$ cat config.mk
export PLATFORM = sky130hd
export DESIGN_NAME = pamx_top
export DESIGN_NICKNAME = d
export VERILOG_FILES = /design/src/logic/pamx_pkg.sv /design/src/logic/pamx_pin_cell.sv /design/src/logic/pamx_sync.sv /design/src/logic/pamx_top.sv
export VERILOG_INCLUDE_DIRS = /design/src /design/src/logic
export SDC_FILE = /design/constraint.sdc
export NUM_CORES = 1
export LEC_CHECK = 0
export ABC_CLOCK_PERIOD_IN_PS = 5500
export BUFFER_PORTS_ARGS = -buffer_cell sky130_fd_sc_hd__buf_2
export CORE_MARGIN = 3
export CORE_UTILIZATION = 54
export CTS_CLUSTER_DIAMETER = 30
export DETAILED_ROUTE_END_ITERATION = 10
export GPL_TIMING_DRIVEN = 0
export PLACE_DENSITY = 0.84
export SYNTH_ARGS = -nofsm -noshare
export SYNTH_HDL_FRONTEND = slang
export SYNTH_SLANG_ARGS = --single-unit
export TNS_END_PERCENT = 20
$ cat constraint.sdc
create_clock -name hclk -period 5.5 [get_ports hclk]
set_input_delay 1.1 -clock hclk [delete_from_list [all_inputs] [get_ports hclk]]
set_output_delay 1.1 -clock hclk [all_outputs]
set_load 0.03 [all_outputs]
$ cat src/logic/pamx_consts.svh
// Summary of operation
// - Global pull-up disable set keeps every port pull-up off regardless of direction and latch.
// - Each first-port pin doubles as matching external bus address/data bit zero to seven.
// - External memory enabled: first-port pull-up, direction, value come from overrides; no input override.
// - Address-active is asserted exactly while address bits sit on the multiplexed pins.
// - Second-port bit 7 outputs timer 2 compare/PWM when its direction bit is output.
// - Second-port bit 7 may instead carry timer 1 channel C, direction bit set to output.
// - Legacy compatibility mode removes timer 1 channel C from bit 7; only timer 2 remains.
// - Second-port bit 6 outputs timer 1 channel B compare/PWM when direction bit is one.
// - Second-port bit 5 outputs timer 1 channel A compare/PWM when direction bit is one.
// - Second-port bit 4 carries timer 0 compare/PWM output.
// - Second-port bits 3..0 carry SPI MISO, MOSI, SCK and slave select input.
// - Without pull-up override, pull-up on only for direction 0, latch 1, disable 0.
// - Value override set with driver on: pin drives override value instead of latch.
`ifndef PAMX_CONSTS_SVH
`define PAMX_CONSTS_SVH

// ============================================================
// Register byte offsets
`define PAMX_OFF_CTRL        8'h00
`define PAMX_OFF_PORTA_LATCH 8'h04
`define PAMX_OFF_PORTA_DIR   8'h08
`define PAMX_OFF_PORTA_PIN   8'h0c
`define PAMX_OFF_PORTB_LATCH 8'h10
`define PAMX_OFF_PORTB_DIR   8'h14
`define PAMX_OFF_PORTB_PIN   8'h18
`define PAMX_OFF_XM_STAT     8'h1c

// ============================================================
// Control register fields and reset values
`define PAMX_CTRL_T1C_SEL_BIT 1
`define PAMX_CTRL_PUD_BIT     2
`define PAMX_CTRL_XM_EN_BIT   7
`define PAMX_CTRL_RST         8'h00
`define PAMX_PORT_RST         8'h00

// ============================================================
// Bus constants
`define PAMX_HTRANS_NONSEQ 2'h2
`define PAMX_HSIZE_WORD    3'h2

// ============================================================
// External bus timing
`define PAMX_CLK_PERIOD_NS 10
`define PAMX_XM_ADDR_NS    20
`define PAMX_XM_DATA_NS    40
`define PAMX_XM_ADDR_CYC ((`PAMX_XM_ADDR_NS + `PAMX_CLK_PERIOD_NS - 1) / `PAMX_CLK_PERIOD_NS)
`define PAMX_XM_DATA_CYC ((`PAMX_XM_DATA_NS + `PAMX_CLK_PERIOD_NS - 1) / `PAMX_CLK_PERIOD_NS)

`endif

$ cat src/logic/pamx_pkg.sv
package pamx_pkg;

	// ============================================================
	// Per-pin override set.
	typedef struct packed {
		logic pullup_override_enable;
		logic pullup_override_value;
		logic direction_override_enable;
		logic direction_override_value;
		logic value_override_enable;
		logic value_override_value;
	} pamx_ovr_t;

	// Drive of one 8-bit port towards the pads.
	typedef struct packed {
		logic [7:0] out;
		logic [7:0] oe;
		logic [7:0] pull_en;
	} pamx_pin_drv_t;

	typedef enum logic [1:0] {
		XM_IDLE,
		XM_ADDR,
		XM_DATA
	} pamx_xm_state_t;

endpackage : pamx_pkg

$ cat src/logic/pamx_pin_cell.sv
`timescale 1ns/10ps
module pamx_pin_cell (
	// Port register bits
	input  wire logic                dir,
	input  wire logic                latch,
	input  wire logic                global_pullup_disable,
	// Alternate function overrides
	input  wire pamx_pkg::pamx_ovr_t ovr,
	// Resulting pad controls
	output logic                     pull_en,
	output logic                     oe,
	output logic                     value
);
	import pamx_pkg::*;

	always_comb begin
		pull_en = ovr.pullup_override_enable ? ovr.pullup_override_value : (!dir && latch && !global_pullup_disable);
		oe     = ovr.direction_override_enable ? ovr.direction_override_value : dir;
		value  = ovr.value_override_enable ? ovr.value_override_value : latch;
	end
endmodule : pamx_pin_cell

$ cat src/logic/pamx_sync.sv
`timescale 1ns/10ps
module pamx_sync (
	// Clock and reset
	input  wire logic        hclk,
	input  wire logic        hresetn,
	// Asynchronous pin levels and their synchronised copies
	input  wire logic [15:0] async_in,
	output logic      [15:0] sync_out
);
	logic [15:0] meta_q;

	always_ff @(posedge hclk or negedge hresetn) begin
		if (!hresetn) begin
			meta_q   <= 16'h0000;
			sync_out <= 16'h0000;
		end else begin
			meta_q   <= async_in;
			sync_out <= meta_q;
		end
	end
endmodule : pamx_sync

$ cat src/logic/pamx_top.sv
`timescale 1ns/10ps
`include "pamx_consts.svh"
module pamx_top (
	// Clock and reset
	input  wire logic                  hclk,
	input  wire logic                  hresetn,
	// AHB-Lite slave
	input  wire logic                  hsel,
	input  wire logic [31:0]           haddr,
	input  wire logic [1:0]            htrans,
	input  wire logic                  hwrite,
	input  wire logic [2:0]            hsize,
	input  wire logic [31:0]           hwdata,
	input  wire logic                  hready,
	output logic      [31:0]           hrdata,
	output logic                       hreadyout,
	output logic                       hresp,
	// First port pads
	input  wire logic [7:0]            porta_pin_in,
	output pamx_pkg::pamx_pin_drv_t    porta_drv,
	// Second port pads
	input  wire logic [7:0]            portb_pin_in,
	output pamx_pkg::pamx_pin_drv_t    portb_drv,
	// External memory user side
	input  wire logic                  xm_req,
	input  wire logic                  xm_write,
	input  wire logic [7:0]            xm_addr,
	input  wire logic [7:0]            xm_wdata,
	output logic                       xm_busy,
	output logic                       xm_done,
	output logic      [7:0]            xm_rdata,
	// External memory strobes towards the pads
	output logic                       address_active_phase,
	output logic                       ext_mem_write_strobe,
	// Chip mode
	input  wire logic                  legacy_compat_mode,
	// Timer compare outputs and their enables
	input  wire logic                  timer2_compare_out,
	input  wire logic                  timer2_out_en,
	input  wire logic                  timer1_compare_c_out,
	input  wire logic                  timer1_c_out_en,
	input  wire logic                  timer1_compare_b_out,
	input  wire logic                  timer1_b_out_en,
	input  wire logic                  timer1_compare_a_out,
	input  wire logic                  timer1_a_out_en,
	input  wire logic                  timer0_compare_out,
	input  wire logic                  timer0_out_en,
	// Serial peripheral interface
	input  wire logic                  spi_enable,
	input  wire logic                  spi_master,
	input  wire logic                  spi_miso_out,
	input  wire logic                  spi_mosi_out,
	input  wire logic                  spi_sck_out,
	output logic                       spi_miso_in,
	output logic                       spi_mosi_in,
	output logic                       spi_sck_in,
	output logic                       spi_ss_n_in
);
	import pamx_pkg::*;

	// ============================================================
	// Register decode

	function automatic logic reg_hit(input logic [7:0] addr, input logic [7:0] off);
		reg_hit = (addr == off);
	endfunction : reg_hit

	logic [7:0]     ctrl_q;
	logic [7:0]     porta_latch_q;
	logic [7:0]     porta_dir_q;
	logic [7:0]     portb_latch_q;
	logic [7:0]     portb_dir_q;
	logic           wr_pend_q;
	logic [7:0]     wr_addr_q;
	logic [15:0]    pins_sync;
	logic [7:0]     porta_sync;
	logic [7:0]     portb_sync;
	pamx_xm_state_t xm_state_q;
	logic [2:0]     xm_cnt_q;
	logic           xm_wr_q;
	logic [7:0]     xm_addr_q;
	logic [7:0]     xm_wdata_q;
	logic [7:0]     rd_word;
	logic           ahb_take;
	logic           global_pullup_disable;
	logic           xm_en;

	assign global_pullup_disable        = ctrl_q[`PAMX_CTRL_PUD_BIT];
	assign xm_en      = ctrl_q[`PAMX_CTRL_XM_EN_BIT];
	assign porta_sync = pins_sync[7:0];
	assign portb_sync = pins_sync[15:8];
	assign ahb_take   = hsel && hready && (htrans == `PAMX_HTRANS_NONSEQ);

	// ============================================================
	// Pad input synchroniser

	pamx_sync u_sync (
		.hclk     (hclk),
		.hresetn  (hresetn),
		.async_in ({portb_pin_in, porta_pin_in}),
		.sync_out (pins_sync)
	);

	// ============================================================
	// AHB-Lite slave: zero wait states, always OKAY

	always_ff @(posedge hclk or negedge hresetn) begin
		if (!hresetn) begin
			wr_pend_q <= 1'b0;
			wr_addr_q <= 8'h00;
		end else begin
			wr_pend_q <= ahb_take && hwrite && (hsize == `PAMX_HSIZE_WORD);
			wr_addr_q <= haddr[7:0];
		end
	end

	always_ff @(posedge hclk or negedge hresetn) begin
		if (!hresetn) begin
			hreadyout <= 1'b0;
			hresp     <= 1'b0;
		end else begin
			hreadyout <= 1'b1;
			hresp     <= 1'b0;
		end
	end

	// Read data is registered at the address phase so it stands in the data phase.
	always_comb begin
		rd_word = 8'h00;
		if (reg_hit(haddr[7:0], `PAMX_OFF_CTRL)) begin
			rd_word = ctrl_q;
		end else if (reg_hit(haddr[7:0], `PAMX_OFF_PORTA_LATCH)) begin
			rd_word = porta_latch_q;
		end else if (reg_hit(haddr[7:0], `PAMX_OFF_PORTA_DIR)) begin
			rd_word = porta_dir_q;
		end else if (reg_hit(haddr[7:0], `PAMX_OFF_PORTA_PIN)) begin
			rd_word = porta_sync;
		end else if (reg_hit(haddr[7:0], `PAMX_OFF_PORTB_LATCH)) begin
			rd_word = portb_latch_q;
		end else if (reg_hit(haddr[7:0], `PAMX_OFF_PORTB_DIR)) begin
			rd_word = portb_dir_q;
		end else if (reg_hit(haddr[7:0], `PAMX_OFF_PORTB_PIN)) begin
			rd_word = portb_sync;
		end else if (reg_hit(haddr[7:0], `PAMX_OFF_XM_STAT)) begin
			rd_word = {7'h00, xm_busy};
		end
	end

	always_ff @(posedge hclk or negedge hresetn) begin
		if (!hresetn) begin
			hrdata <= 32'h0000_0000;
		end else if (ahb_take && !hwrite) begin
			hrdata <= {24'h00_0000, rd_word};
		end
	end

	always_ff @(posedge hclk or negedge hresetn) begin
		if (!hresetn) begin
			ctrl_q <= `PAMX_CTRL_RST;
		end else if (wr_pend_q && reg_hit(wr_addr_q, `PAMX_OFF_CTRL)) begin
			ctrl_q <= hwdata[7:0];
		end
	end

	always_ff @(posedge hclk or negedge hresetn) begin
		if (!hresetn) begin
			porta_latch_q <= `PAMX_PORT_RST;
			porta_dir_q   <= `PAMX_PORT_RST;
			portb_latch_q <= `PAMX_PORT_RST;
			portb_dir_q   <= `PAMX_PORT_RST;
		end else if (wr_pend_q) begin
			if (reg_hit(wr_addr_q, `PAMX_OFF_PORTA_LATCH)) begin
				porta_latch_q <= hwdata[7:0];
			end
			if (reg_hit(wr_addr_q, `PAMX_OFF_PORTA_DIR)) begin
				porta_dir_q <= hwdata[7:0];
			end
			if (reg_hit(wr_addr_q, `PAMX_OFF_PORTB_LATCH)) begin
				portb_latch_q <= hwdata[7:0];
			end
			if (reg_hit(wr_addr_q, `PAMX_OFF_PORTB_DIR)) begin
				portb_dir_q <= hwdata[7:0];
			end
		end
	end

	// ============================================================
	// External memory sequencer: address phase, then data phase

	logic xm_ada;
	logic xm_wr;

	assign xm_ada = (xm_state_q == XM_ADDR);
	assign xm_wr  = (xm_state_q == XM_DATA) && xm_wr_q;

	always_ff @(posedge hclk or negedge hresetn) begin
		if (!hresetn) begin
			xm_state_q <= XM_IDLE;
			xm_cnt_q   <= 3'h0;
			xm_wr_q    <= 1'b0;
			xm_addr_q  <= 8'h00;
			xm_wdata_q <= 8'h00;
		end else begin
			case (xm_state_q)
				XM_IDLE: begin
					// Requests while the bus is not enabled are ignored.
					if (xm_req && xm_en) begin
						xm_state_q <= XM_ADDR;
						xm_cnt_q   <= 3'h0;
						xm_wr_q    <= xm_write;
						xm_addr_q  <= xm_addr;
						xm_wdata_q <= xm_wdata;
					end
				end
				XM_ADDR: begin
					if (xm_cnt_q == 3'(`PAMX_XM_ADDR_CYC - 1)) begin
						xm_state_q <= XM_DATA;
						xm_cnt_q   <= 3'h0;
					end else begin
						xm_cnt_q <= xm_cnt_q + 3'h1;
					end
				end
				XM_DATA: begin
					if (xm_cnt_q == 3'(`PAMX_XM_DATA_CYC - 1)) begin
						xm_state_q <= XM_IDLE;
						xm_cnt_q   <= 3'h0;
					end else begin
						xm_cnt_q <= xm_cnt_q + 3'h1;
					end
				end
				default: begin
					xm_state_q <= XM_IDLE;
				end
			endcase
		end
	end

	always_ff @(posedge hclk or negedge hresetn) begin
		if (!hresetn) begin
			xm_done  <= 1'b0;
			xm_busy  <= 1'b0;
			xm_rdata <= 8'h00;
		end else begin
			xm_busy <= (xm_state_q != XM_IDLE) || (xm_req && xm_en);
			xm_done <= (xm_state_q == XM_DATA) && (xm_cnt_q == 3'(`PAMX_XM_DATA_CYC - 1));
			// Read data comes back through the pad synchroniser.
			if ((xm_state_q == XM_DATA) && !xm_wr_q &&
				(xm_cnt_q == 3'(`PAMX_XM_DATA_CYC - 1))) begin
				xm_rdata <= porta_sync;
			end
		end
	end

	// ============================================================
	// Override generation

	pamx_ovr_t ovr_a [8];
	pamx_ovr_t ovr_b [8];
	logic      t1c_avail;
	logic      pb7_use_t1c;
	logic      spi_m;
	logic      spi_s;

	assign t1c_avail   = !legacy_compat_mode;
	assign pb7_use_t1c = t1c_avail && ctrl_q[`PAMX_CTRL_T1C_SEL_BIT];
	assign spi_m       = spi_enable && spi_master;
	assign spi_s       = spi_enable && !spi_master;

	genvar gi;
	generate
		for (gi = 0; gi < 8; gi++) begin : g_porta_ovr
			always_comb begin
				ovr_a[gi].pullup_override_enable = xm_en;
				ovr_a[gi].pullup_override_value = !(xm_wr || xm_ada) && porta_latch_q[gi] && !global_pullup_disable;
				ovr_a[gi].direction_override_enable = xm_en;
				ovr_a[gi].direction_override_value = xm_wr || xm_ada;
				ovr_a[gi].value_override_enable = xm_en;
				ovr_a[gi].value_override_value = (xm_addr_q[gi] && xm_ada) || (xm_wdata_q[gi] && xm_wr);
			end
		end
	endgenerate

	always_comb begin
		for (int i = 0; i < 8; i++) begin
			ovr_b[i] = '0;
		end
		ovr_b[7].value_override_enable = pb7_use_t1c ? timer1_c_out_en : timer2_out_en;
		ovr_b[7].value_override_value = pb7_use_t1c ? timer1_compare_c_out : timer2_compare_out;
		ovr_b[6].value_override_enable = timer1_b_out_en;
		ovr_b[6].value_override_value = timer1_compare_b_out;
		ovr_b[5].value_override_enable = timer1_a_out_en;
		ovr_b[5].value_override_value = timer1_compare_a_out;
		ovr_b[4].value_override_enable = timer0_out_en;
		ovr_b[4].value_override_value = timer0_compare_out;
		// Master forces data-in to input; slave forces data-out, clock and select to input.
		ovr_b[3].direction_override_enable = spi_m;
		ovr_b[3].value_override_enable = spi_s;
		ovr_b[3].value_override_value = spi_miso_out;
		ovr_b[2].direction_override_enable = spi_s;
		ovr_b[2].value_override_enable = spi_m;
		ovr_b[2].value_override_value = spi_mosi_out;
		ovr_b[1].direction_override_enable = spi_s;
		ovr_b[1].value_override_enable = spi_m;
		ovr_b[1].value_override_value = spi_sck_out;
		ovr_b[0].direction_override_enable = spi_s;
	end

	// ============================================================
	// Pin cells and registered pad drive

	pamx_pin_drv_t drv_a;
	pamx_pin_drv_t drv_b;

	generate
		for (gi = 0; gi < 8; gi++) begin : g_cells
			pamx_pin_cell u_cell_a (
				.dir    (porta_dir_q[gi]),
				.latch  (porta_latch_q[gi]),
				.global_pullup_disable    (global_pullup_disable),
				.ovr    (ovr_a[gi]),
				.pull_en (drv_a.pull_en[gi]),
				.oe     (drv_a.oe[gi]),
				.value  (drv_a.out[gi])
			);
			pamx_pin_cell u_cell_b (
				.dir    (portb_dir_q[gi]),
				.latch  (portb_latch_q[gi]),
				.global_pullup_disable    (global_pullup_disable),
				.ovr    (ovr_b[gi]),
				.pull_en (drv_b.pull_en[gi]),
				.oe     (drv_b.oe[gi]),
				.value  (drv_b.out[gi])
			);
		end
	endgenerate

	// Strobes are registered together with the pad drive so they stay aligned.
	always_ff @(posedge hclk or negedge hresetn) begin
		if (!hresetn) begin
			porta_drv            <= '0;
			portb_drv            <= '0;
			address_active_phase <= 1'b0;
			ext_mem_write_strobe <= 1'b0;
		end else begin
			porta_drv            <= drv_a;
			portb_drv            <= drv_b;
			address_active_phase <= xm_ada;
			ext_mem_write_strobe <= xm_wr;
		end
	end

	always_ff @(posedge hclk or negedge hresetn) begin
		if (!hresetn) begin
			spi_miso_in <= 1'b0;
			spi_mosi_in <= 1'b0;
			spi_sck_in  <= 1'b0;
			spi_ss_n_in <= 1'b1;
		end else begin
			spi_miso_in <= portb_sync[3];
			spi_mosi_in <= portb_sync[2];
			spi_sck_in  <= portb_sync[1];
			spi_ss_n_in <= portb_sync[0];
		end
	end
endmodule : pamx_top

==> results of run 1 <==
-- sequential cells by signal, summed over array words and instances, names as in the netlist, 16 cells and up --
register	count
u_sync.sync_out	16
u_sync.meta_q	16
portb_drv	24
porta_drv	24
-- cell usage in the layout, fill, tap and decap left out, drive strengths merged, types with 3 or more instances in the layout --
| cell | instances |
|---|---|
| clkbuf | 29 |
| o2bb2ai | 7 |
| clkinvlp | 3 |
| o31ai | 9 |
| and3 | 9 |
| a2bb2oi | 8 |
| and3b | 3 |
| conb | 26 |
| and2 | 6 |
| mux2 | 79 |
| nand2b | 11 |
| mux2i | 9 |
| clkinv | 5 |
| a22oi | 8 |
| ha | 8 |
| nor4 | 3 |
| nand3 | 4 |
| o32ai | 7 |
| nor2 | 19 |
| nor3b | 9 |
| nand2 | 25 |
| a21oi | 8 |
| buf | 187 |
| inv | 8 |
| dfrtp | 175 |
-- power by group through the flow --
stage | sequential [mW] | combinational [mW] | clock, mW
detailed placement | 1.38 | 0.192 | 0
floorplan | 1.39 | 0.0808 | 0
global placement | 1.37 | 0.182 | 0
global route | 1.36 | 0.210 | 1.23
finish | 1.35 | 0.192 | 1.16
CTS | 1.35 | 0.193 | 1.17
-- cell type report --
type	count	area share, %
repair buffers	149	9.156
inverters	8	0.3533
multi-input cells	281	26.10
flip-flops and latches	176	51.83
well taps	168	2.473
plain buffers	45	3.312
clock inverters	10	1.310
clock buffers	22	5.462
-- layer usage --
metal | vias to the layer above | global-route usage (%) | share of wire, %
li1 | 2042 | - | -
met1 | 2321 | 27.05 | 40
met2 | 150 | 37.55 | 52
met3 | 28 | 5.072 | 5.6
met4 | 0 | 9.558 | 2.4
met5 | - | 0 | 0
-- logic make-up (layout without fill, tap and decap cells) --
logic type	after synthesis	count (layout)	share of synthesized area [%]
flip-flops	176	176	64.36
AND/OR/NAND/NOR	102	102	8.646
adder cells (fa/ha/maj)	8	8	1.462
AO/OA/AOI/OAI	56	56	6.233
buffers and inverters	53	234	4.551
other	2	26	0.1097
multiplexers	89	89	14.64
-- stage by stage --
step                      instances  instance area (um^2)
after floorplan                 510                  6935
after global placement          826                  7886
after detailed placement        827                  7924
after CTS                       859                  8499
after global routing            859                  8499
final                           859                  8499
-- worst max path at each step --
stage               slack [ns]  depth (start not counted)     start                      to
floorplan                 3.24                          5  haddr[7]   hrdata[6]$_DFFE_PN0P_
global placement          0.83                          1   hresetn  porta_drv[0]$_DFF_PN0_
detailed placement        2.74                          6  haddr[7]   hrdata[7]$_DFFE_PN0P_
CTS                       3.19                          6  haddr[7]   hrdata[6]$_DFFE_PN0P_
global route              3.07                          6  haddr[7]   hrdata[6]$_DFFE_PN0P_
finish                    3.18                          6  haddr[7]   hrdata[7]$_DFFE_PN0P_
-- synthesized netlist by cell type (2+ instances only) --
cell type / instances
a21oi_1: 8
a22oi_1: 8
a2bb2oi_1: 8
and2_1: 6
and3_1: 9
and3b_1: 3
buf_1: 2
buf_2: 9
buf_4: 27
clkbuf_1: 7
conb_1: 2
dfrtp_1: 175
ha_1: 8
inv_1: 8
mux2_2: 79
mux2i_1: 9
nand2_1: 25
nand2b_1: 11
nand3_1: 3
nand4b_1: 2
nor2_1: 19
nor2b_1: 2
nor3b_1: 9
nor4_1: 3
nor4b_4: 2
o22ai_1: 2
o2bb2ai_1: 7
o31ai_1: 9
o32ai_1: 7
or2_2: 2
or3_1: 2
-- worst max-delay path: cells and delay by family --
| family | cells | cell delay (ns) |
|---|---|---|
| AO/OA/AOI/OAI | 2 | 0.41 |
| buffers and inverters | 2 | 0.37 |
| AND/OR/NAND/NOR | 2 | 0.72 |
==> metrics.md, run 1 <==
| Metric | Value |
|---|---|
| Status | `finished clean` |
| CTS max path bufs | `2` |
| Clock sink total | `176` |
| Most used flip-flop cell after synthesis | `dfrtp_1` |
| Post-route setup TNS | `0 ns` |
| Die Area | `0.01406 mm^2` |
| Vias in the first global route | `4,756` |
| Number of diodes | `0` |
| Synth warn | `0` |
| Avg Synthesized Cell Area | `14.09 um^2` |
| Hold crit path type | `flop to flop` |
| Post-Syn Instances | `486` |
| Final Setup Violations | `0` |
| Worst slack, placed | `2.744 ns` |
| Num ports | `222` |
| First-pass GRT wire length | `24,250 um` |
| Avg WL per Cell | `17.69 um` |
| Main area contributors after synthesis | `dfrtp_1 64%, mux2_2 13%, buf_4 3.0%` |
| Slew Limit Fails | `0` |
| Die H | `118.6 um` |
| Multi-input gate area | `0.002218 mm^2` |
| Core Util, Final | `69.60%` |
| Most frequent CP cell | `buf_2` |
| RSZ-0062 raised after global routing | `false` |
| Clock skew | `0.006438 ns` |
| Post-cts resize count | `0` |
| Fin crit period | `2.321 ns` |
| Hold Crit Start | `u_sync.meta_q[5]$_DFF_PN0_` |
| Synth unique cells | `44` |
| CTS Buf Count | `17` |
| FFs w/ async S/R, synth | `100.0%` |
| GRT Total Usage | `22.07%` |
| Pwr Density | `318.5 mW/mm^2` |
| Reg2reg path depth | `7` |
| Clk pin slew, worst setup/hold paths | `0.06 ns` |
| Synth Cell Area | `0.006845 mm^2` |
| Filler cells | `865` |
| Share of cells above drive strength 1 | `43.56%` |
| Setup repair bufs after CTS | `0` |
| Final Power | `2.707 mW` |
| Row cnt | `40` |
| CP required | `5.78 ns` |
| Worst hold stages | `0` |
| Fmax | `0.4309 GHz` |
| Gp weighted congestion | `0.8317` |
| TritonRoute pass-1 iters | `4` |
| Critical Path Fanout Max | `10` |
| R2r setup slk | `3.45 ns` |
| Dpl hpwl | `10,850 um` |
| Crit start category | `input pin` |
| # port buffers | `148` |
| Peak VDD IR | `0.2019 mV` |
| Final hold slack | `0.3481 ns` |
| Clk root buf | `clkbuf_16` |
| Worst R2R End | `porta_drv[6]$_DFF_PN0_` |
| Net load switching power | `616.5 uW` |
| Core Region | `0.01221 mm^2` |
| Largest stage delay, worst path | `0.44 ns` |
| Area Growth Syn to Fin | `24.16%` |
| Combinational power share | `7.1%` |
| Critical Path Sink Type | `flop` |
| Drt via density | `5.286` |
| Die span in x | `118.6 um` |
| Clock network fraction of design power | `43.0%` |
| FF+latch area | `0.004405 mm^2` |
| Final WS setup | `3.179 ns` |
| Final hold vios | `0` |
| Worst Hold Path EP | `u_sync.sync_out[5]$_DFF_PN0_` |
| Relative slew slack | `55.53%` |
| CP max-delay cell | `nor4_1` |
| Htree depth | `4` |
| # DRC | `0` |
| Yosys top cell by area | `dfrtp_1` |
| DRT Wirelength | `15,200 um` |
| Critical Path, Cell by Cell | `buf_2 -> nor4_1 -> nand2_1 -> buf_2 -> o32ai_1 -> o31ai_1` |
| Sw Share | `22.77%` |
| Initial antenna violation count | `0` |
| Crit path DAT | `2.60 ns` |
| FF+latch count, synth | `176` |
| P_int | `2.091 mW` |
| FF-to-FF Start | `xm_state_q[0]$_DFFE_PN0P_` |
| DRT antenna net count | `0` |
| EDFF count, synth | `0` |
| Hold_buf cts | `0` |
| Tcrit/Tclk final | `42.19%` |
| Initial Utilization | `56.06%` |
| Top-area cell type share of the netlist area | `63.97%` |
| Vias | `4,541` |
| Worst slew pin tran | `0.6611 ns` |
| Total gr overflow | `0` |
| Worst setup path class | `input pin to flop` |
| Largest net degree at the start of global routing | `103` |
| Leak pwr | `4.451 nW` |
| Nets@finish | `810` |
| Max-cap viol count | `0` |
| Seq/Total Area, Yosys | `64.36%` |
| CTS tree | `yes` |
| Clock latency on the worst-skew pair | `0.42 ns` |
| Seq pwr share | `50.0%` |
| Detailed Route Iter0 Violations | `309` |
(Power assumes the default switching activity.)
==> run 2, diff against run 1 <==
ABC_CLOCK_PERIOD_IN_PS = 1900   (was 5500)
CORE_UTILIZATION = 46   (was 54)
PLACE_DENSITY = 0.76   (was 0.84)
clock period = 1.9 ns   (was 5.5 ns; I/O delays follow)
==> metrics.md, run 2 (same netlist as run 1, synthesis figures left out) <==
| Metric | Value |
|---|---|
| Final WS setup | `-0.01050 ns (-3.190 ns)` |
| Initial Utilization | `48.19% (-7.9 points)` |
| R2r setup slk | `-0.01 ns (-3.46 ns)` |
| Pwr Density | `904.0 mW/mm^2 (+180%)` |
| CTS tree | `yes` |
| CTS max path bufs | `2 (unchanged)` |
| Row cnt | `43 (+7.5%)` |
| Failing checks | `negative setup slack` |
| Max-cap viol count | `0 (unchanged)` |
| Hold Crit Start | `portb_pin_in[3]` |
| Die Area | `0.01638 mm^2 (+16%)` |
| Largest net degree at the start of global routing | `116 (+13%)` |
| Crit start category | `flop` |
| Vias | `4,481 (-1.3%)` |
| Clk root buf | `clkbuf_16` |
| Initial antenna violation count | `0 (unchanged)` |
| Critical Path Sink Type | `flop` |
| Worst slack, placed | `-0.1461 ns (-2.890 ns)` |
| # port buffers | `148 (unchanged)` |
| Final Setup Violations | `6 (+6)` |
| Final hold vios | `0 (unchanged)` |
| Critical Path Fanout Max | `8 (-2)` |
| Num ports | `222 (unchanged)` |
| Met3 usage in global routing | `4.333% (-0.74 points)` |
| TritonRoute pass-1 iters | `5 (+1)` |
| Gp weighted congestion | `0.8597 (+3.4%)` |
| CTS Buf Count | `17 (unchanged)` |
| RSZ-0062 raised after global routing | `true` |
| Clock latency on the worst-skew pair | `0.42 ns (about the same)` |
| Slew Limit Fails | `0 (unchanged)` |
| First-pass GRT wire length | `23,960 um (-1.2%)` |
| Core Region | `0.01420 mm^2 (+16%)` |
| Leak pwr | `4.467 nW (+0.35%)` |
| Most common cell after layout, fill and taps aside | `dfrtp_1` |
| DRT antenna net count | `0 (unchanged)` |
| Met2 usage | `31.70% (-5.8 points)` |
| Nets@finish | `814 (+0.49%)` |
| Clock skew | `0.004673 ns (-0.001765 ns)` |
| Total gr overflow | `0 (unchanged)` |
| Htree depth | `4 (unchanged)` |
| Die H | `128.0 um (+7.9%)` |
| Most frequent cells in the layout | `175 x dfrtp_1, 156 x buf_2, 71 x mux2_2` |
| # DRC | `0 (unchanged)` |
| Share of cells above drive strength 1 | `44.75% (+1.2 points)` |
| GRT Total Usage | `19.15% (-2.9 points)` |
| Fmax | `0.5234 GHz` |
| Die span in x | `128.0 um (+7.9%)` |
| Vias in the first global route | `4,682 (-1.6%)` |
| Met1 Use GR | `24.37% (-2.7 points)` |
| FF-to-FF Start | `wr_addr_q[5]$_DFF_PN0_` |
| Hold crit path type | `input pin to flop` |
| Worst Hold Path EP | `u_sync.meta_q[11]$_DFF_PN0_` |
| Detailed Route Iter0 Violations | `258 (-17%)` |
| Clk pin slew, worst setup/hold paths | `0.07 ns (about the same)` |
| Worst setup path class | `flop to flop` |
| Core Util, Final | `60.57% (-9.0 points)` |
| Relative slew slack | `56.65% (+1.1 points)` |
| Worst R2R End | `porta_latch_q[3]$_DFFE_PN0P_` |
| Crit path DAT | `2.22 ns (-0.38 ns)` |
| Peak VDD IR | `0.6297 mV (+210%)` |
| Worst hold stages | `1 (+1)` |
| Filler cells | `1,140 (+32%)` |
| Avg WL per Cell | `17.75 um (+0.34%)` |
| Number of diodes | `0 (unchanged)` |
| Area Growth Syn to Fin | `25.68%` |
| Busiest grt layer | `met2` |
| Dpl hpwl | `11,400 um (+5.1%)` |
| Drt via density | `5.121 (-3.1%)` |
| Fin crit period | `1.910 ns` |
| Final hold slack | `0.05956 ns (-0.2885 ns)` |
| Top Registers | `porta_drv x24, portb_drv x24` |
| Tcrit/Tclk final | `100.6%` |
| Reg2reg path depth | `5 (-2)` |
| Status | `finished with violations` |
| CP required | `2.21 ns (-3.57 ns)` |
| Clock sink total | `176 (unchanged)` |
| Worst slew pin tran | `0.6503 ns (-0.01078 ns)` |
| DRT Wirelength | `15,530 um (+2.2%)` |
[run 2: changes by cell type in the layout (fill, tap and decap cells not counted), moves of 2 or more]
cell,delta
buf_4,+2
buf_6,+2
clkbuf_1,-3
clkinv_2,-2
clkinvlp_4,+3
mux2_2,-8
mux2_4,+8
[run 2: area by class of cell]
| type | instances | area, um^2 | area share [%] |
|---|---|---|---|
| Inverter | 8 | 30.03 | 0.3490 |
| Timing Repair Buffer | 154 | 818.3 | 9.511 |
| Clock inverter | 12 | 111.4 | 1.294 |
| Multi-Input combinational cell | 281 | 2271 | 26.40 |
| Tap cell | 180 | 225.2 | 2.618 |
| Clock buffer | 20 | 456.7 | 5.308 |
| Buffer | 44 | 285.3 | 3.316 |
| Sequential cell | 176 | 4405 | 51.21 |
[run 2: worst max-delay path by stage]
stage	start	to	slack (ns)	depth (start not counted)
after detailed placement	haddr[7]	hrdata[7]$_DFFE_PN0P_	-0.15	6
after global placement	hresetn	porta_drv[17]$_DFF_PN0_	-2.08	1
after global routing	wr_addr_q[5]$_DFF_PN0_	porta_latch_q[7]$_DFFE_PN0P_	-0.08	5
after floorplan	xm_cnt_q[0]$_DFFE_PN0P_	xm_rdata[0]$_DFFE_PN0P_	0.15	6
final	wr_addr_q[5]$_DFF_PN0_	porta_latch_q[3]$_DFFE_PN0P_	-0.01	5
after CTS	wr_addr_q[5]$_DFF_PN0_	porta_latch_q[3]$_DFFE_PN0P_	0.002	5
[run 2: stage by stage]
stage	instances	power [mW]	TNS [ns]	area, um^2
finish	875	7.778	-0.02673	8603
global route	875	8.062	-0.9442	8603
floorplan	510	4.270	0	6935
global placement	838	4.510	-362.51	7901
detailed placement	839	4.541	-1.323	7939
CTS	871	7.834	0	8528
[run 2: what timing repair did]
item | 4_1_cts | 5_1_grt
resized for setup | 3 | 13
endpoints found under the hold margin | 61 | 0
setup buffers | 0 | 4
pin swaps | 2 | 2
hold buffers | 1 | 0
endpoints found under the setup margin | 32 | 62
[run 2: worst max-delay path: stages (launching register included)]
cell	delay, ns
dfrtp_1	0.40
nor4b_4	0.33
nor4b_4	0.32
and3b_1	0.25
buf_6	0.15
mux2_2	0.34
[run 2: power by group]
group | switching (mW) | total, mW | leakage [nW] | internal [mW]
registers | 0.0613 | 3.91 | 2.27 | 3.85
clock network | 1.43 | 3.31 | 0.261 | 1.87
logic | 0.356 | 0.559 | 1.94 | 0.203
[run 2: routing by layer]
metal,wire (um),vias up
li1,-,2057
met1,6406,2263
met2,8004,134
met3,728,27
met4,390,0
met5,0,-
==> run 3, diff against run 2 <==
ABC_AREA = 1   (was unset)
==> metrics.md, run 3 <==
| Metric | Value |
|---|---|
| Share of cells above drive strength 1 | `31.38% (-13 points)` |
| Nets@finish | `973 (+20%)` |
| Status | `finished clean` |
| Relative slew slack | `57.68% (+1.0 points)` |
| CTS tree | `yes` |
| Main combinational cell family by area after synthesis | `simple AND/OR/NAND/NOR gates` |
| Final hold slack | `0.05668 ns (-0.002873 ns)` |
| Critical Path, Cell by Cell | `inv_1 -> ha_1 -> nand3_2 -> buf_2 -> mux2_2` |
| Synth Area in Compound Gates | `7.240% (+1.0 points)` |
| CP required | `2.21 ns (about the same)` |
| Most common cell after layout, fill and taps aside | `dfrtp_1` |
| Clk pin slew, worst setup/hold paths | `0.06 ns (about the same)` |
| Initial Utilization | `47.14% (-1.1 points)` |
| Fin cells | `1,038 (+19%)` |
| Crit path buf inv count | `2 (+1)` |
| CP max-delay cell | `dfrtp_1` |
| Synth unique cells | `37 (-16%)` |
| Avg Synthesized Cell Area | `10.61 um^2 (-25%)` |
| EDFF count, synth | `0 (unchanged)` |
| Synth Area in Simple Gates | `17.01% (+8.4 points)` |
| Top-count cell post-synth | `dfrtp_1` |
| Detailed Route Iter0 Violations | `397 (+54%)` |
| Leak pwr | `4.574 nW (+2.4%)` |
| Num ports | `222 (unchanged)` |
| Reg2reg path depth | `5 (unchanged)` |
| Top Registers | `porta_drv x24, portb_drv x24` |
| Multi-input gate area | `0.002061 mm^2 (-9.3%)` |
| Most used flip-flop cell after synthesis | `dfrtp_1` |
| DRT antenna net count | `0 (unchanged)` |
| Fin crit period | `1.757 ns (-0.1536 ns)` |
| RSZ-0062 raised after global routing | `true` |
| Clock latency on the worst-skew pair | `0.43 ns (about the same)` |
| Top cells by count, synth | `175 x dfrtp_1, 164 x nand2_1, 62 x inv_1` |
| Number of diodes | `0 (unchanged)` |
| TritonRoute pass-1 iters | `5 (unchanged)` |
| Clock network fraction of design power | `35.1% (-7.4 points)` |
| First-pass GRT wire length | `25,010 um (+4.4%)` |
| Crit path DAT | `2.07 ns (-0.15 ns)` |
| Final Power | `9.588 mW (+23%)` |
| CTS Buf Count | `17 (unchanged)` |
| Main area contributors after synthesis | `dfrtp_1 64%, nand2_1 9.0%, inv_1 3.4%` |
| Drt via density | `4.947 (-3.4%)` |
| Total gr overflow | `0 (unchanged)` |
| Vias in the first global route | `4,950 (+5.7%)` |
| Tcrit/Tclk final | `92.47% (-8.1 points)` |
| Htree depth | `4 (unchanged)` |
| Net load switching power | `2.763 mW (+49%)` |
| Yosys top cell by area | `dfrtp_1` |
| Seq/Total Area, Yosys | `64.05% (-0.30 points)` |
| Dpl hpwl | `11,730 um (+2.9%)` |
| CP delay by family, top | `buffers and inverters` |
| Die Area | `0.01645 mm^2 (+0.45%)` |
| Filler cells | `1,227 (+7.6%)` |
| Gp weighted congestion | `0.8595 (about the same)` |
| Post-Synth Adder-Cell Area | `1.455% (-0.0069 points)` |
| DRT Wirelength | `15,870 um (+2.2%)` |
| Final Setup Violations | `0 (-6)` |
| Largest stage delay, worst path | `0.38 ns (-0.02 ns)` |
| Synth warn | `0 (unchanged)` |
| Most frequent cells in the layout | `175 x dfrtp_1, 164 x nand2_1, 152 x buf_2` |
| P_int | `6.825 mW (+15%)` |
| # port buffers | `148 (unchanged)` |
| Placed Cells incl. Taps | `1,005 (+20%)` |
| # DRC | `0 (unchanged)` |
| FFs w/ async S/R, synth | `100.0% (unchanged)` |
| Area Growth Syn to Fin | `24.52%` |
| Stages on the worst setup path | `5 (unchanged)` |
| Core Util, Final | `58.71% (-1.9 points)` |
| FF+latch count, synth | `176 (unchanged)` |
| Setup repair bufs after CTS | `0 (unchanged)` |
| FF-to-FF Start | `xm_state_q[0]$_DFFE_PN0P_` |
| Worst setup path class | `flop to flop` |
| Die span in x | `128.3 um (+0.22%)` |
| Critical Path Sink Type | `flop` |
| Post-Syn Instances | `648 (+33%)` |
| Xor/xnor share of the synthesized area | `0% (unchanged)` |
| Worst R2R End | `xm_addr_q[7]$_DFFE_PN0P_` |
| Worst slew pin tran | `0.6324 ns (-0.01788 ns)` |
| Clk root buf | `clkbuf_16` |
| Clock skew | `0.008119 ns (+0.003445 ns)` |
| Worst Setup SP | `xm_state_q[0]$_DFFE_PN0P_` |
| Row cnt | `44 (+2.3%)` |
| Fmax | `0.5692 GHz (+8.7%)` |
| Synth Cell Area | `0.006878 mm^2 (+0.48%)` |
| Mux contribution to synthesized area | `2.783% (-12 points)` |
| Critical Path Fanout Max | `10 (+2)` |
| Largest net degree at the start of global routing | `97 (-16%)` |
| Peak VDD IR | `0.6158 mV (-2.2%)` |
| Seq pwr share | `46.0% (-4.3 points)` |
| Clock sink total | `176 (unchanged)` |
| Max-cap viol count | `0 (unchanged)` |
| CTS max path bufs | `2 (unchanged)` |
| FF+latch area | `0.004405 mm^2 (unchanged)` |
| Critical Path Sink | `xm_addr_q[7]$_DFFE_PN0P_` |
| Crit start category | `flop` |
| Combinational power share | `19.0% (+12 points)` |
| Pwr Density | `1120 mW/mm^2 (+24%)` |
| Initial antenna violation count | `0 (unchanged)` |
| Core Region | `0.01459 mm^2 (+2.7%)` |
| Top-area cell type share of the netlist area | `63.67% (-0.30 points)` |
| Die H | `128.3 um (+0.22%)` |
| Post-route setup TNS | `0 ns (+0.02673 ns)` |
| R2r setup slk | `0.14 ns (+0.15 ns)` |
| GRT Total Usage | `19.98% (+0.82 points)` |
| Vias | `5,135 (+15%)` |
| Avg WL per Cell | `15.29 um (-14%)` |
| Final hold vios | `0 (unchanged)` |
| Sw Share | `28.82% (+5.0 points)` |
| Slew Limit Fails | `0 (unchanged)` |
| Hold crit path type | `input pin to flop` |
[run 3: worst min path at each step]
stage                                          start                        endpoint  slack, ns  cells after the start
final                                portb_pin_in[7]     u_sync.meta_q[15]$_DFF_PN0_       0.06                      1
after detailed placement  u_sync.meta_q[4]$_DFF_PN0_    u_sync.sync_out[4]$_DFF_PN0_       0.34                      0
after global placement    u_sync.meta_q[6]$_DFF_PN0_    u_sync.sync_out[6]$_DFF_PN0_       0.33                      0
after floorplan                              hresetn  address_active_phase$_DFF_PN0_       0.08                      0
after global routing                 portb_pin_in[1]      u_sync.meta_q[9]$_DFF_PN0_       0.04                      1
after CTS                            portb_pin_in[7]     u_sync.meta_q[15]$_DFF_PN0_       0.04                      1
[run 3: area by class of cell]
type	instances	area share [%]
multi-input cells	394	24.06
flip-flops and latches	176	51.44
repair buffers	150	9.204
plain buffers	38	3.097
clock buffers	21	5.376
well taps	184	2.688
inverters	64	2.805
clock inverters	11	1.329
[run 3: cells by family (layout without fill, tap and decap cells)]
family / after synthesis / count (layout)
buffers and inverters: 102 / 284
and+or+nand+nor: 263 / 263
adders and majority gates: 8 / 8
other: 2 / 26
DFF: 176 / 176
AOI/OAI and AO/OA: 80 / 80
muxes: 17 / 17
[run 3: routing by layer]
layer | routed length, um | track usage, % | share of wire (%)
met4 | 290 | 6.429 | 1.8
met5 | 0 | 0 | 0
met2 | 8041 | 32.73 | 51
met1 | 6444 | 26.46 | 41
met3 | 1096 | 4.667 | 6.9
[run 3: power by group through the flow]
| stage | sequential, mW | clock, mW | combinational [mW] |
|---|---|---|---|
| final | 4.41 | 3.36 | 1.82 |
| after global routing | 4.44 | 3.58 | 1.99 |
| after CTS | 4.41 | 3.42 | 1.82 |
| after detailed placement | 4.47 | 0 | 1.81 |
| after global placement | 4.46 | 0 | 1.78 |
| after floorplan | 4.87 | 0 | 0.793 |
[run 3: metrics by stage]
step	setup WS [ns]	cell area [um^2]
after detailed placement	0.06995	7976
after global placement	-2.201	7939
final	0.1432	8564
after global routing	-0.05359	8564
after CTS	0.06251	8561
after floorplan	0.4120	6968
[run 3: timing repair]
| item | in CTS | in global routing |
|---|---|---|
| hold endpoints to repair | 80 | 0 |
| gates resized for setup | 0 | 1 |
| setup endpoints to repair | 0 | 18 |
| hold buffers | 1 | 0 |
